$ cat src/hdl/ufs_pkg.sv
// Package for the UART FIFO status and test-access block
// Assumes a 32-bit APB with byte addresses as printed
package ufs_pkg;
    localparam int          DATA_W        = 8;
    localparam int          FIFO_DEPTH    = 16;
    localparam int          LVL_W         = 5;
    localparam int          BUSY_STAGES   = 3;
    localparam logic        FIFO_ACCESS   = 1'b1;
    localparam logic        SERIAL_CLK_EN = 1'b0;
    localparam logic [31:0] ADDR_DATA     = 32'h50001100;
    localparam logic [31:0] ADDR_FCTRL    = 32'h50001108;
    localparam logic [31:0] ADDR_TACCESS  = 32'h50001170;
    localparam logic [31:0] ADDR_STATUS   = 32'h5000117c;
    localparam logic [31:0] ADDR_TX_LVL   = 32'h50001180;
    localparam logic [31:0] ADDR_RX_LVL   = 32'h50001184;
    localparam logic [31:0] ADDR_TEST_DAT = 32'h500011a0;
    localparam logic [31:0] ADDR_IRQ_STAT = 32'h500011a4;
    localparam logic [31:0] ADDR_IRQ_CLR  = 32'h500011a8;
    localparam logic [31:0] ADDR_IRQ_EN   = 32'h500011ac;
    localparam int          ST_BUSY       = 0;
    localparam int          ST_TX_SPACE   = 1;
    localparam int          ST_TX_EMPTY   = 2;
    localparam int          ST_RX_DATA    = 3;
    localparam int          ST_RX_FULL    = 4;
    localparam int          CTRL_FIFO_EN  = 0;
    localparam int          TA_EN         = 0;
    localparam int          EV_RX_DATA    = 0;
    localparam int          EV_RX_FULL    = 1;
    localparam int          EV_TX_EMPTY   = 2;
    localparam int          EV_W          = 3;
    localparam logic        TA_RESET      = 1'b0;
    localparam logic        CTRL_RESET    = 1'b0;
    localparam logic [2:0]  EV_RESET      = 3'h0;

    typedef logic [LVL_W-1:0] ufs_lvl_t;

    function automatic logic [31:0] ufs_word(input logic [15:0] v);
        ufs_word = {16'h0000, v};
    endfunction : ufs_word

    function automatic logic [15:0] ufs_lvl16(input ufs_lvl_t l);
        ufs_lvl16 = {{(16-LVL_W){1'b0}}, l};
    endfunction : ufs_lvl16
endpackage : ufs_pkg

$ cat src/hdl/ufs_uart_status.sv
// UART FIFO status, level counters and FIFO test access behind APB
// Assumes the serial engines share CLOCK and give same-clock strobes
`timescale 1ns/1ps
module ufs_uart_status
    import ufs_pkg::*;
(
    input  wire logic              CLOCK,
    input  wire logic              RST,
    input  wire logic              PSEL,
    input  wire logic              PENABLE,
    input  wire logic              PWRITE,
    input  wire logic [31:0]       PADDR,
    input  wire logic [31:0]       PWDATA,
    output logic      [31:0]       PRDATA,
    output logic                   PREADY,
    output logic                   PSLVERR,
    input  wire logic              RX_PUSH,
    input  wire logic [DATA_W-1:0] RX_DATA,
    input  wire logic              RX_ACTIVE,
    input  wire logic              TX_POP,
    input  wire logic              TX_ACTIVE,
    output logic      [DATA_W-1:0] TX_DATA,
    output logic                   TX_VALID,
    output logic                   IRQ
);
    // Control state
    logic              fifo_test_access_enable;
    logic              fifo_enable;
    logic [EV_W-1:0]   irq_status;
    logic [EV_W-1:0]   irq_enable;
    logic              prev_rx_full;
    logic              prev_tx_empty;
    logic              prev_rx_data;

    // FIFO wires
    logic [DATA_W-1:0] rx_head;
    logic [DATA_W-1:0] tx_head;
    ufs_lvl_t          rx_level;
    ufs_lvl_t          tx_level;
    logic              rx_full;
    logic              rx_empty;
    logic              tx_full;
    logic              tx_empty;
    logic              busy;

    // Bus decode
    wire setup_phase  = PSEL && !PENABLE;
    wire access_done  = PSEL && PENABLE && PREADY;
    wire wr_done      = access_done && PWRITE;
    wire rd_done      = access_done && !PWRITE;

    wire hit_data     = (PADDR == ADDR_DATA);
    wire hit_fctrl    = (PADDR == ADDR_FCTRL);
    wire hit_taccess  = (PADDR == ADDR_TACCESS);
    wire hit_status   = (PADDR == ADDR_STATUS);
    wire hit_tx_lvl   = (PADDR == ADDR_TX_LVL);
    wire hit_rx_lvl   = (PADDR == ADDR_RX_LVL);
    wire hit_test_dat = (PADDR == ADDR_TEST_DAT);
    wire hit_irq_stat = (PADDR == ADDR_IRQ_STAT);
    wire hit_irq_clr  = (PADDR == ADDR_IRQ_CLR);
    wire hit_irq_en   = (PADDR == ADDR_IRQ_EN);

    wire mapped = hit_data || hit_fctrl || hit_taccess || hit_status
               || hit_tx_lvl || hit_rx_lvl || hit_test_dat
               || hit_irq_stat || hit_irq_clr || hit_irq_en;

    // Write-only and read-only registers answer the wrong direction with an error
    wire dir_bad = (hit_irq_clr && !PWRITE)
                || ((hit_status || hit_tx_lvl || hit_rx_lvl || hit_irq_stat) && PWRITE);
    wire bad_access = !mapped || dir_bad;

    // Register writes
    wire wr_fctrl   = wr_done && hit_fctrl;
    wire wr_taccess = wr_done && hit_taccess && FIFO_ACCESS;
    wire wr_irq_clr = wr_done && hit_irq_clr;
    wire wr_irq_en  = wr_done && hit_irq_en;

    wire next_fifo_test_access_enable = wr_taccess ? PWDATA[TA_EN]
                                                   : fifo_test_access_enable;
    wire next_fifo_enable = wr_fctrl ? PWDATA[CTRL_FIFO_EN] : fifo_enable;

    // A toggle of test access drops both FIFO contents
    wire ta_toggle = next_fifo_test_access_enable != fifo_test_access_enable;
    // Changing FIFO mode also empties them, since capacity changes under the pointers
    wire fe_toggle = next_fifo_enable != fifo_enable;
    wire flush     = ta_toggle || fe_toggle;

    // Holding register mode when FIFOs are off
    wire single = !fifo_enable;

    // Data movement; test access takes the FIFOs away from the serial side
    wire test_on   = fifo_test_access_enable;
    wire host_rx_pop  = rd_done && hit_data;
    wire host_tx_push = wr_done && hit_data;
    wire test_wr   = wr_done && hit_test_dat && test_on;
    wire test_rd   = rd_done && hit_test_dat && test_on;

    wire rx_push   = (RX_PUSH && !test_on) || test_wr;
    wire [DATA_W-1:0] rx_din = test_wr ? PWDATA[DATA_W-1:0] : RX_DATA;
    wire rx_pop    = host_rx_pop;
    wire tx_push   = host_tx_push;
    wire tx_pop    = (TX_POP && !test_on) || test_rd;

    ufs_fifo u_rx_fifo (
        .clk    (CLOCK),
        .rst    (RST),
        .flush  (flush),
        .single (single),
        .push   (rx_push),
        .din    (rx_din),
        .pop    (rx_pop),
        .dout   (rx_head),
        .level  (rx_level),
        .full   (rx_full),
        .empty  (rx_empty)
    );

    ufs_fifo u_tx_fifo (
        .clk    (CLOCK),
        .rst    (RST),
        .flush  (flush),
        .single (single),
        .push   (tx_push),
        .din    (PWDATA[DATA_W-1:0]),
        .pop    (tx_pop),
        .dout   (tx_head),
        .level  (tx_level),
        .full   (tx_full),
        .empty  (tx_empty)
    );

    // Status flags
    wire rx_full_flag         = rx_full;
    wire rx_fifo_has_data_flag = !rx_empty;
    wire tx_fifo_empty_flag   = tx_empty;
    wire tx_fifo_has_space_flag = !tx_full;

    // RX_ACTIVE rises only once the receiver has checked the start bit mid-bit,
    // so an arriving start bit can still read as idle
    wire busy_raw = TX_ACTIVE || RX_ACTIVE
                 || !tx_empty || !rx_empty;

    ufs_busy_delay u_busy (
        .clk      (CLOCK),
        .rst      (RST),
        .enable   (SERIAL_CLK_EN),
        .busy_in  (busy_raw),
        .busy_out (busy)
    );

    wire [15:0] status_val = {11'h000,
                              rx_full_flag,
                              rx_fifo_has_data_flag,
                              tx_fifo_empty_flag,
                              tx_fifo_has_space_flag,
                              busy};

    // Interrupt events are rising edges of the flags
    wire [EV_W-1:0] events;
    assign events[EV_RX_DATA]  = rx_fifo_has_data_flag && !prev_rx_data;
    assign events[EV_RX_FULL]  = rx_full_flag && !prev_rx_full;
    assign events[EV_TX_EMPTY] = tx_fifo_empty_flag && !prev_tx_empty;

    wire [EV_W-1:0] clr_mask = wr_irq_clr ? PWDATA[EV_W-1:0] : '0;
    // Set wins over a clear in the same cycle
    wire [EV_W-1:0] next_irq_status = (irq_status & ~clr_mask) | events;
    wire [EV_W-1:0] next_irq_enable = wr_irq_en ? PWDATA[EV_W-1:0] : irq_enable;
    wire            next_irq = |(next_irq_status & next_irq_enable);

    // Read mux
    wire [31:0] rd_data =
          hit_data     ? ufs_word({8'h00, rx_empty ? 8'h00 : rx_head})
        : hit_fctrl    ? ufs_word({15'h0000, fifo_enable})
        : hit_taccess  ? ufs_word({15'h0000, fifo_test_access_enable})
        : hit_status   ? ufs_word(status_val)
        : hit_tx_lvl   ? ufs_word(ufs_lvl16(tx_level))
        : hit_rx_lvl   ? ufs_word(ufs_lvl16(rx_level))
        : hit_test_dat ? ufs_word({8'h00, (test_on && !tx_empty) ? tx_head : 8'h00})
        : hit_irq_stat ? ufs_word({13'h0000, irq_status})
        : hit_irq_en   ? ufs_word({13'h0000, irq_enable})
        : 32'h00000000;

    // Bus answer: no wait state; ready and read data come from flops loaded in the setup phase
    always_ff @(posedge CLOCK) begin
        if (RST) begin
            PREADY  <= 1'b0;
            PSLVERR <= 1'b0;
            PRDATA  <= 32'h00000000;
        end else begin
            PREADY  <= setup_phase;
            PSLVERR <= setup_phase && bad_access;
            PRDATA  <= (setup_phase && !PWRITE) ? rd_data : 32'h00000000;
        end
    end

    // Control registers
    always_ff @(posedge CLOCK) begin
        if (RST) begin
            fifo_test_access_enable <= TA_RESET;
            fifo_enable             <= CTRL_RESET;
        end else begin
            fifo_test_access_enable <= next_fifo_test_access_enable;
            fifo_enable             <= next_fifo_enable;
        end
    end

    // Interrupt state
    always_ff @(posedge CLOCK) begin
        if (RST) begin
            irq_status    <= EV_RESET;
            irq_enable    <= EV_RESET;
            prev_rx_data  <= 1'b0;
            prev_rx_full  <= 1'b0;
            prev_tx_empty <= 1'b1;
            IRQ           <= 1'b0;
        end else begin
            irq_status    <= next_irq_status;
            irq_enable    <= next_irq_enable;
            prev_rx_data  <= rx_fifo_has_data_flag;
            prev_rx_full  <= rx_full_flag;
            prev_tx_empty <= tx_fifo_empty_flag;
            IRQ           <= next_irq;
        end
    end

    // Transmit head is registered, so the engine sees it one cycle late
    always_ff @(posedge CLOCK) begin
        if (RST) begin
            TX_DATA  <= '0;
            TX_VALID <= 1'b0;
        end else begin
            // Empty FIFO shows zero, never a stale or unwritten entry
            TX_DATA  <= tx_empty ? '0 : tx_head;
            TX_VALID <= !tx_empty && !test_on && !(TX_POP && !test_on);
        end
    end
endmodule : ufs_uart_status

$ cat src/hdl/ufs_fifo.sv
// Byte FIFO with level count, shrinkable to one holding register
// Assumes pushes when full and pops when empty are dropped by it
`timescale 1ns/1ps
module ufs_fifo
    import ufs_pkg::*;
(
    input  wire logic              clk,
    input  wire logic              rst,
    input  wire logic              flush,
    input  wire logic              single,
    input  wire logic              push,
    input  wire logic [DATA_W-1:0] din,
    input  wire logic              pop,
    output logic      [DATA_W-1:0] dout,
    output ufs_lvl_t               level,
    output logic                   full,
    output logic                   empty
);
    logic [DATA_W-1:0] mem [FIFO_DEPTH];
    logic [LVL_W-2:0]  wr_ptr;
    logic [LVL_W-2:0]  rd_ptr;
    wire               do_push = push && !full;
    wire               do_pop  = pop && !empty;
    wire ufs_lvl_t     cap     = single ? ufs_lvl_t'(1) : ufs_lvl_t'(FIFO_DEPTH);

    assign full  = (level >= cap);
    assign empty = (level == '0);
    assign dout  = mem[rd_ptr];

    always_ff @(posedge clk) begin
        if (do_push) begin
            mem[wr_ptr] <= din;
        end
    end

    // Flush clears only the control portion; stored bytes are left stale
    always_ff @(posedge clk) begin
        if (rst || flush) begin
            wr_ptr <= '0;
            rd_ptr <= '0;
            level  <= '0;
        end else begin
            wr_ptr <= wr_ptr + (LVL_W-1)'(do_push);
            rd_ptr <= rd_ptr + (LVL_W-1)'(do_pop);
            level  <= level + ufs_lvl_t'(do_push) - ufs_lvl_t'(do_pop);
        end
    end
endmodule : ufs_fifo

$ cat src/hdl/ufs_busy_delay.sv
// Delays the rising edge of the busy indication by a number of stages
// Assumes a single clock; the falling edge passes at once
`timescale 1ns/1ps
module ufs_busy_delay
    import ufs_pkg::*;
(
    input  wire logic clk,
    input  wire logic rst,
    input  wire logic enable,
    input  wire logic busy_in,
    output logic      busy_out
);
    logic [BUSY_STAGES-1:0] shift;

    always_ff @(posedge clk) begin
        if (rst || !busy_in) begin
            shift <= '0;
        end else begin
            shift <= {shift[BUSY_STAGES-2:0], 1'b1};
        end
    end

    assign busy_out = busy_in && (!enable || shift[BUSY_STAGES-1]);
endmodule : ufs_busy_delay

$ cat config.mk
export PLATFORM = sky130hd
export DESIGN_NAME = ufs_uart_status
export DESIGN_NICKNAME = d
export VERILOG_FILES = /design/src/hdl/ufs_pkg.sv /design/src/hdl/ufs_uart_status.sv /design/src/hdl/ufs_fifo.sv /design/src/hdl/ufs_busy_delay.sv
export SDC_FILE = /design/constraint.sdc
export NUM_CORES = 1
export LEC_CHECK = 0
export BUFFER_PORTS_ARGS = -buffer_cell sky130_fd_sc_hd__buf_2
export CAP_MARGIN = 20
export CELL_PAD_IN_SITES_DETAIL_PLACEMENT = 0
export CELL_PAD_IN_SITES_GLOBAL_PLACEMENT = 2
export CORE_ASPECT_RATIO = 1.1
export CORE_MARGIN = 2
export CORE_UTILIZATION = 40
export DETAILED_ROUTE_END_ITERATION = 16
export GPL_TIMING_DRIVEN = 1
export PLACE_DENSITY_LB_ADDON = 0.1
export SYNTH_ARGS = -nofsm -noshare
export SYNTH_HDL_FRONTEND = slang
export SYNTH_SLANG_ARGS = --single-unit
export TNS_END_PERCENT = 100
$ cat constraint.sdc
create_clock -name CLOCK -period 3.8 [get_ports CLOCK]
set_input_delay 0.38 -clock CLOCK [delete_from_list [all_inputs] [get_ports CLOCK]]
set_output_delay 0.38 -clock CLOCK [all_outputs]
set_load 0.02 [all_outputs]
==> summary.md, run 1 <==
| Metric | Value |
|---|---|
| Placed cell count | around 1400 |
| Number of global-route vias before repair | just under 8000 |
| Pint | between 6 and 7 mW |
| Total number of vias | approximately 7300 |
| Area after DPL | 0.0143 mm2 |
| Iter 0 DRT Violations | 450 |
| Max Fanout on Critical Path | 8 |
| CTS sink cnt | approximately 310 |
| TritonCTS clock tree | done |
| Max clock buf depth | 3 |
| Cell taking the most area after synthesis | edfxtp_1 |
| Hold slack | ~59 ps |
| Post-synthesis sequential area ratio | 66.9% |
| Largest net degree at the start of global routing | 24 |
| Leak | 5.26 nW |
| FFs w/ async S/R, synth | 0% |
| Area Growth Syn to Fin | 16.5% |
| TNS Setup | 0 ps |
| DRT antenna net count | 0 |
| Share of layout cells above drive strength 1 | between 20% and 30% |
| Die Y-Extent | between 150 and 200 um |
| Critical Path Sink Type | register |
| Routed WL | 29.4 mm |
| IO Pins | roughly 130 |
| Combinational share of power | 16.3% |
| Worst Max-Slew Pin Slew | between 1000 and 1500 ps |
| Post-Layout Cell Count | approximately 1400 |
| Nets@finish | roughly 1100 |
| Grt ovf | 0 |
| DR vias/cell | 5.19 |
| Maximum resistive drop on vdd | roughly 0.00034 V |
| Post-synthesis average cell area | roughly 16 um2 |
| Post-Layout Inst Area | 0.0154 mm2 |
| Initial antenna violation count | 0 |
| Clk_lat worst skew | around 500 ps |
| Ranking of synthesized cells by area | edfxtp_1 (58%), mux4_2 (9.9%), dfxtp_1 (8.6%) |
| FILL cells | roughly 2900 |
| Final period utilization | between 80 and 90% |
| Post-Syn Area | approximately 0.013 mm2 |
| Clock Pin Slew Worst Setup and Hold Paths | roughly 50 ps |
| Post-synthesis cell type count | 65 |
| Initial Util | 40.8% |
| CTS resizes | 0 |
| Max H-tree Level | 2 |
| Die X | ~180 um |
| Relative slew slack | between 30% and 40% |
| Final setup vio count | 0 |
| Die Area | about 0.034 mm2 |
| RSZ-0062 raised after global routing | no |
| CTS Buf Count | 34 |
| Total Power | 8.63 mW |
| Wire per inst | just over 20 um |
| Number of synthesized flops with an enable pin | between 200 and 300 |
| Pre-antenna DRT Iters | 5 |
| FF+latch count, synth | 313 |
| Final WS setup | approximately 460 ps |
| DP HPWL | ~21 mm |
| CP Class | in2reg |
| Flop pwr share | a little under half |
| Hold Buf Count CTS | 0 |
| Remaining DRCs | 0 |
| Main flop type after synthesis | edfxtp_1 |
| Max Slew Vio Count | 0 |
| First-pass GRT wire length | 45.6 mm |
| Synth top area share | between 50% and 60% |
| GRT Total Usage | 17.5% |
| Diodes inserted | 0 |
| Sw Pwr | approximately 2.2 mW |
| Synth warnings | 0 |
| Final Hold Viols | 0 |
| Root Driver | clkbuf_16 |
| Final Util | between 40% and 50% |
| Outcome | finished clean |
| Maxcap violations | 0 |
| Post-CTS Setup Inserts | 0 |
| Pwr Density | 562 mW/mm2 |
| Worst Hold Class | in2reg |
| Pre-CTS setup slack | -4.00 ps |
| Critical Path Start Type | primary input |
| Data arrival, critical path | roughly 3700 ps |
| CP required | 4190 ps |
| Port bufs | 76 |
| Clock Power Share | 37.1% |
| Clock Skews | 15.2 ps |
| GP Congestion | between 0.8 and 0.9 |
| Fmax | 299 MHz |
| Synth Instances | roughly 840 |
| Area taken by multi-input logic gates | 0.00401 mm2 |
| Sw Share | 25.8% |
| Sequential cell area | 0.00883 mm2 |
| Minimum clock period | approximately 3300 ps |
| # rows | between 60 and 70 |
| Core ar. | about 0.032 mm2 |
## registers in the layout (all words and copies together), names as in the netlist, 4 cells and up
register          flops
u_rx_fifo.mem       128
u_tx_fifo.mem       128
u_rx_fifo.wr_ptr      4
PRDATA                8
u_rx_fifo.rd_ptr      4
u_tx_fifo.level       5
u_tx_fifo.wr_ptr      4
u_tx_fifo.rd_ptr      4
u_rx_fifo.level       5
TX_DATA               8
## synth_stat cells (7+ instances only)
master    count
buf_2        10
mux2_2        7
xnor2_1      11
nor2b_1       7
a221oi_1     15
nand3_1       9
ha_1         26
edfxtp_1    256
a21oi_1      28
buf_4        24
nor2_1       54
nor3_1       26
mux2i_1      35
nand2_1      28
clkbuf_1     25
nand2b_1     17
o21ai_0      18
inv_1        26
and2_1       14
mux4_2       58
dfxtp_1      57
## metal layers
| metal | vias to the layer above | GRT usage [%] | routed length [um] |
|---|---|---|---|
| met1 | 3693 | 21.9 | 12400 |
| met2 | 150 | 31.3 | 15400 |
| li1 | 3459 | - | - |
| met3 | 45 | 2.64 | 1020 |
| met5 | - | 0 | 0 |
| met4 | 0 | 4.90 | 674 |
## critical path: stages
cell	delay, ps
buf_2	110
nor4b_2	260
nand4_1	190
or4_1	540
buf_4	200
o41ai_1	570
buf_4	230
o21ai_0	80
ha_1	240
fa_1	440
a21oi_1	150
nor2_1	50
nor2_1	120
xnor2_1	130
nor2_1	50
## power groups by stage
stage	registers, mW	clock network [mW]	logic (mW)
after floorplan	4.04	0	1.04
after global placement	4.09	0	1.41
after detailed placement	4.10	0	1.43
after CTS	4.03	3.30	1.43
after global routing	4.04	3.45	1.57
final	4.02	3.21	1.41
## logic make-up after synthesis
logic type / after synthesis / synth area share, %
compound gates: 93 / 4.65
xor+xnor: 17 / 1.13
fa+ha+maj: 28 / 2.77
buf+inv: 90 / 3.39
flops: 313 / 66.9
mux: 100 / 13.1
other cells: 1 / 0.0284
simple gates: 196 / 8.00
## final timing paths
check / to / slack, ps / cells past startpoint / start
setup reg to reg: u_rx_fifo.level[4]$_SDFF_PP0_ / 710 / 16 / u_rx_fifo.level[3]$_SDFF_PP0_
setup / recovery: u_tx_fifo.level[4]$_SDFF_PP0_ / 460 / 15 / PADDR[10]
hold / removal: TX_VALID$_SDFF_PP0_ / 60 / 2 / TX_POP
hold reg to reg: irq_enable[0]$_SDFF_PP0_ / 510 / 2 / irq_enable[0]$_SDFF_PP0_
## cell type report
type | count | area share, %
clock inverter | 21 | 1.33
clock buffer | 40 | 5.88
inverter | 28 | 0.684
timing repair buffer | 130 | 5.11
multi-input combinational | 458 | 26.1
tap | 426 | 3.47
sequential | 313 | 57.4
## placed cells by master, fill, tap and decap left out, drive strengths merged, types with 3 or more instances in the layout
cell type  synthesis  final
xnor2             11     11
nor2              54     54
mux2               7      7
buf               37    130
xor2               6      6
nand2             28     28
bufinv             0      3
ha                26     26
edfxtp           256    256
inv               27     27
and2              14     14
or3                7      7
or2                3      3
mux2i             35     35
nor4               9      9
nor2b              7      7
nand4              4      4
o21ai             19     19
nand3             10     10
nor3              26     26
a221oi            15     15
conb               1     24
nand2b            17     17
nor4b              4      4
clkbuf            25     40
clkinv             1     14
a22oi              6      6
nand3b             4      4
a211oi             3      3
clkinvlp           0      5
a21oi             28     28
o22ai              3      3
mux4              58     58
dfxtp             57     57
No activity file was read; power rests on OpenSTA's default activity.
==> inputs of run 2 (changes only) <==
--- a/config.mk
+++ b/config.mk
@@ -15,6 +15,7 @@
 export DETAILED_ROUTE_END_ITERATION = 16
 export GPL_TIMING_DRIVEN = 1
 export PLACE_DENSITY_LB_ADDON = 0.1
+export RECOVER_POWER = 25
 export SYNTH_ARGS = -nofsm -noshare
 export SYNTH_HDL_FRONTEND = slang
 export SYNTH_SLANG_ARGS = --single-unit
==> summary.md, run 2 (synthesis gave the netlist of run 1 again) <==
| Metric | Value |
|---|---|
| Outcome | finished clean |
| Pint | 6.39 mW (-0.12%) |
| Minimum clock period | 3350 ps (+1.71 ps) |
| # rows | 69 (unchanged) |
| TritonCTS clock tree | done |
| Final period utilization | 88.0% (about the same) |
| Routed WL | 29.4 mm (about the same) |
| Wire per inst | 20.8 um (about the same) |
| Port bufs | 76 (unchanged) |
| GRT Total Usage | 17.5% (unchanged) |
| Max Fanout on Critical Path | 8 (unchanged) |
| Critical Path Sink Type | register |
| Core ar. | 0.0324 mm2 (unchanged) |
| Commonest non-fill, non-tap cell in the layout | edfxtp_1 |
| Leak | 5.17 nW (-1.8%) |
| Reg-to-reg slack, setup | 690 ps (-20 ps) |
| Flop pwr share | 46.6% (about the same) |
| CTS resizes | 0 (unchanged) |
| IO Pins | 125 (unchanged) |
| Initial Util | 40.8% (unchanged) |
| Most frequent CP cell | nor2_1 |
| Hold slack | 63.6 ps (+4.41 ps) |
| CP Class | in2reg |
| Pre-antenna DRT Iters | 5 (unchanged) |
| Grt ovf | 0 (unchanged) |
| CTS Buf Count | 34 (unchanged) |
| Worst Hold Class | in2reg |
| Relative slew slack | 30.6% (+0.59 points) |
| Pwr Density | 562 mW/mm2 (+0.14%) |
| Final Hold Viols | 0 (unchanged) |
| Clk_lat worst skew | 510 ps (about the same) |
| Max clock buf depth | 3 (unchanged) |
| RSZ-0062 raised after global routing | no |
| Critical Path Start Type | primary input |
| Iter 0 DRT Violations | 428 (-4.9%) |
| Die X | 177 um (unchanged) |
| Largest net degree at the start of global routing | 24 (unchanged) |
| Combinational share of power | 16.2% (about the same) |
| Initial antenna violation count | 0 (unchanged) |
| Share of layout cells above drive strength 1 | 23.6% (-2.6 points) |
| Number of global-route vias before repair | 7778 (unchanged) |
| Max H-tree Level | 2 (unchanged) |
| Commonest non-fill, non-tap cells in the layout | edfxtp_1 (256), mux4_2 (58), dfxtp_1 (55) |
| Sw Pwr | 2.23 mW (about the same) |
| CTS sink cnt | 313 (unchanged) |
| Die Y-Extent | 195 um (unchanged) |
| Remaining DRCs | 0 (unchanged) |
| CP required | 4190 ps (about the same) |
| DP HPWL | 21.5 mm (unchanged) |
| Fmax | 299 MHz (about the same) |
| Post-CTS Setup Inserts | 0 (unchanged) |
| Area Growth Syn to Fin | 16.2% |
| First-pass GRT wire length | 45.6 mm (unchanged) |
| Nets@finish | 1074 (unchanged) |
| Worst Max-Slew Pin Slew | 1040 ps (-8.80 ps) |
| Final setup vio count | 0 (unchanged) |
| Slowest CP cell | o41ai_1 |
| Clock Pin Slew Worst Setup and Hold Paths | 50 ps (about the same) |
| Biggest regs | u_rx_fifo.mem (128), u_tx_fifo.mem (128) |
| Total number of vias | 7360 (+0.18%) |
| Maximum resistive drop on vdd | 0.000342 V (unchanged) |
| Diodes inserted | 0 (unchanged) |
| TNS Setup | 0 ps (unchanged) |
| Max incr delay on CP | 570 ps (about the same) |
| DR vias/cell | 5.20 (+0.18%) |
| Root Driver | clkbuf_16 |
| Sw Share | 25.9% (+0.043 points) |
| Data arrival, critical path | 3740 ps (about the same) |
| Maxcap violations | 0 (unchanged) |
| Cells along the critical path | buf_2 > nor4b_2 > nand4_1 > or4_1 > buf_4 > o41ai_1 > buf_4 > o21ai_0 > ha_1 > fa_1 > a21oi_1 > nor2_1 > nor2_1 > xnor2_1 > nor2_1 |
| Clock Skews | 15.3 ps (+0.135 ps) |
| Hold Buf Count CTS | 0 (unchanged) |
| Max Slew Vio Count | 0 (unchanged) |
| Clock Power Share | 37.2% (about the same) |
| Die Area | 0.0345 mm2 (unchanged) |
| GP Congestion | 0.852 (unchanged) |
| DRT antenna net count | 0 (unchanged) |
## run 2: cell types whose count changed in the layout (fill, tap and decap cells not counted), sizes merged
| cell | change |
|---|---|
| buf | -26 |
| clkbuf | +26 |
## run 2: area by class of cell
cell class	instances	area, um2
clock buffers	40	905
clock inverters	21	205
fillers	2876	17000
inverters	28	105
multi-input cells	458	4010
flip-flops and latches	313	8830
well taps	426	533
repair buffers	130	753
## run 2: path summary, 6_finish.rpt
kind	startpoint	to	depth (start not counted)
worst min register to register	irq_enable[0]$_SDFF_PP0_	irq_enable[0]$_SDFF_PP0_	2
worst min-delay path	TX_POP	TX_VALID$_SDFF_PP0_	2
worst max register to register	u_rx_fifo.level[3]$_SDFF_PP0_	u_rx_fifo.level[4]$_SDFF_PP0_	16
worst max-delay path	PADDR[10]	u_tx_fifo.level[4]$_SDFF_PP0_	15
## run 2: layer usage
metal	part of all wire, %	GRT usage [%]
met1	42	21.9
met2	52	31.3
met3	3.2	2.64
met4	2.3	4.90
met5	0	0
## run 2: power groups by stage
stage               Combinational, mW  Sequential, mW  Clock (mW)
finish                           1.40            4.02        3.21
global route                     1.56            4.04        3.45
CTS                              1.43            4.03        3.30
detailed placement               1.43            4.10           0
global placement                 1.41            4.09           0
floorplan                        1.04            4.04           0
## run 2: per-stage QoR
step           area (um2)  power, mW  worst slack, ps  utilization (%)  std cells
2_1_floorplan       13300       5.09              304                -        861
3_3_place_gp        14300       5.49            -13.1             44.1       1355
3_5_place_dp        14300       5.52            -4.00             44.1       1355
4_1_cts             15400       8.76              512             47.5       1416
5_1_grt             15300       9.05              294             47.4       1416
6_report            15300       8.63              455             47.4       1416
## run 2: critical path, delay by kind of cell
kind                       cells  cell delay [ps]
xor gates and xnor gates       1              130
AOI/OAI and AO/OA              3              800
and+or+nand+nor                6             1210
adders and majority gates      2              690
buffers and inverters          3              550
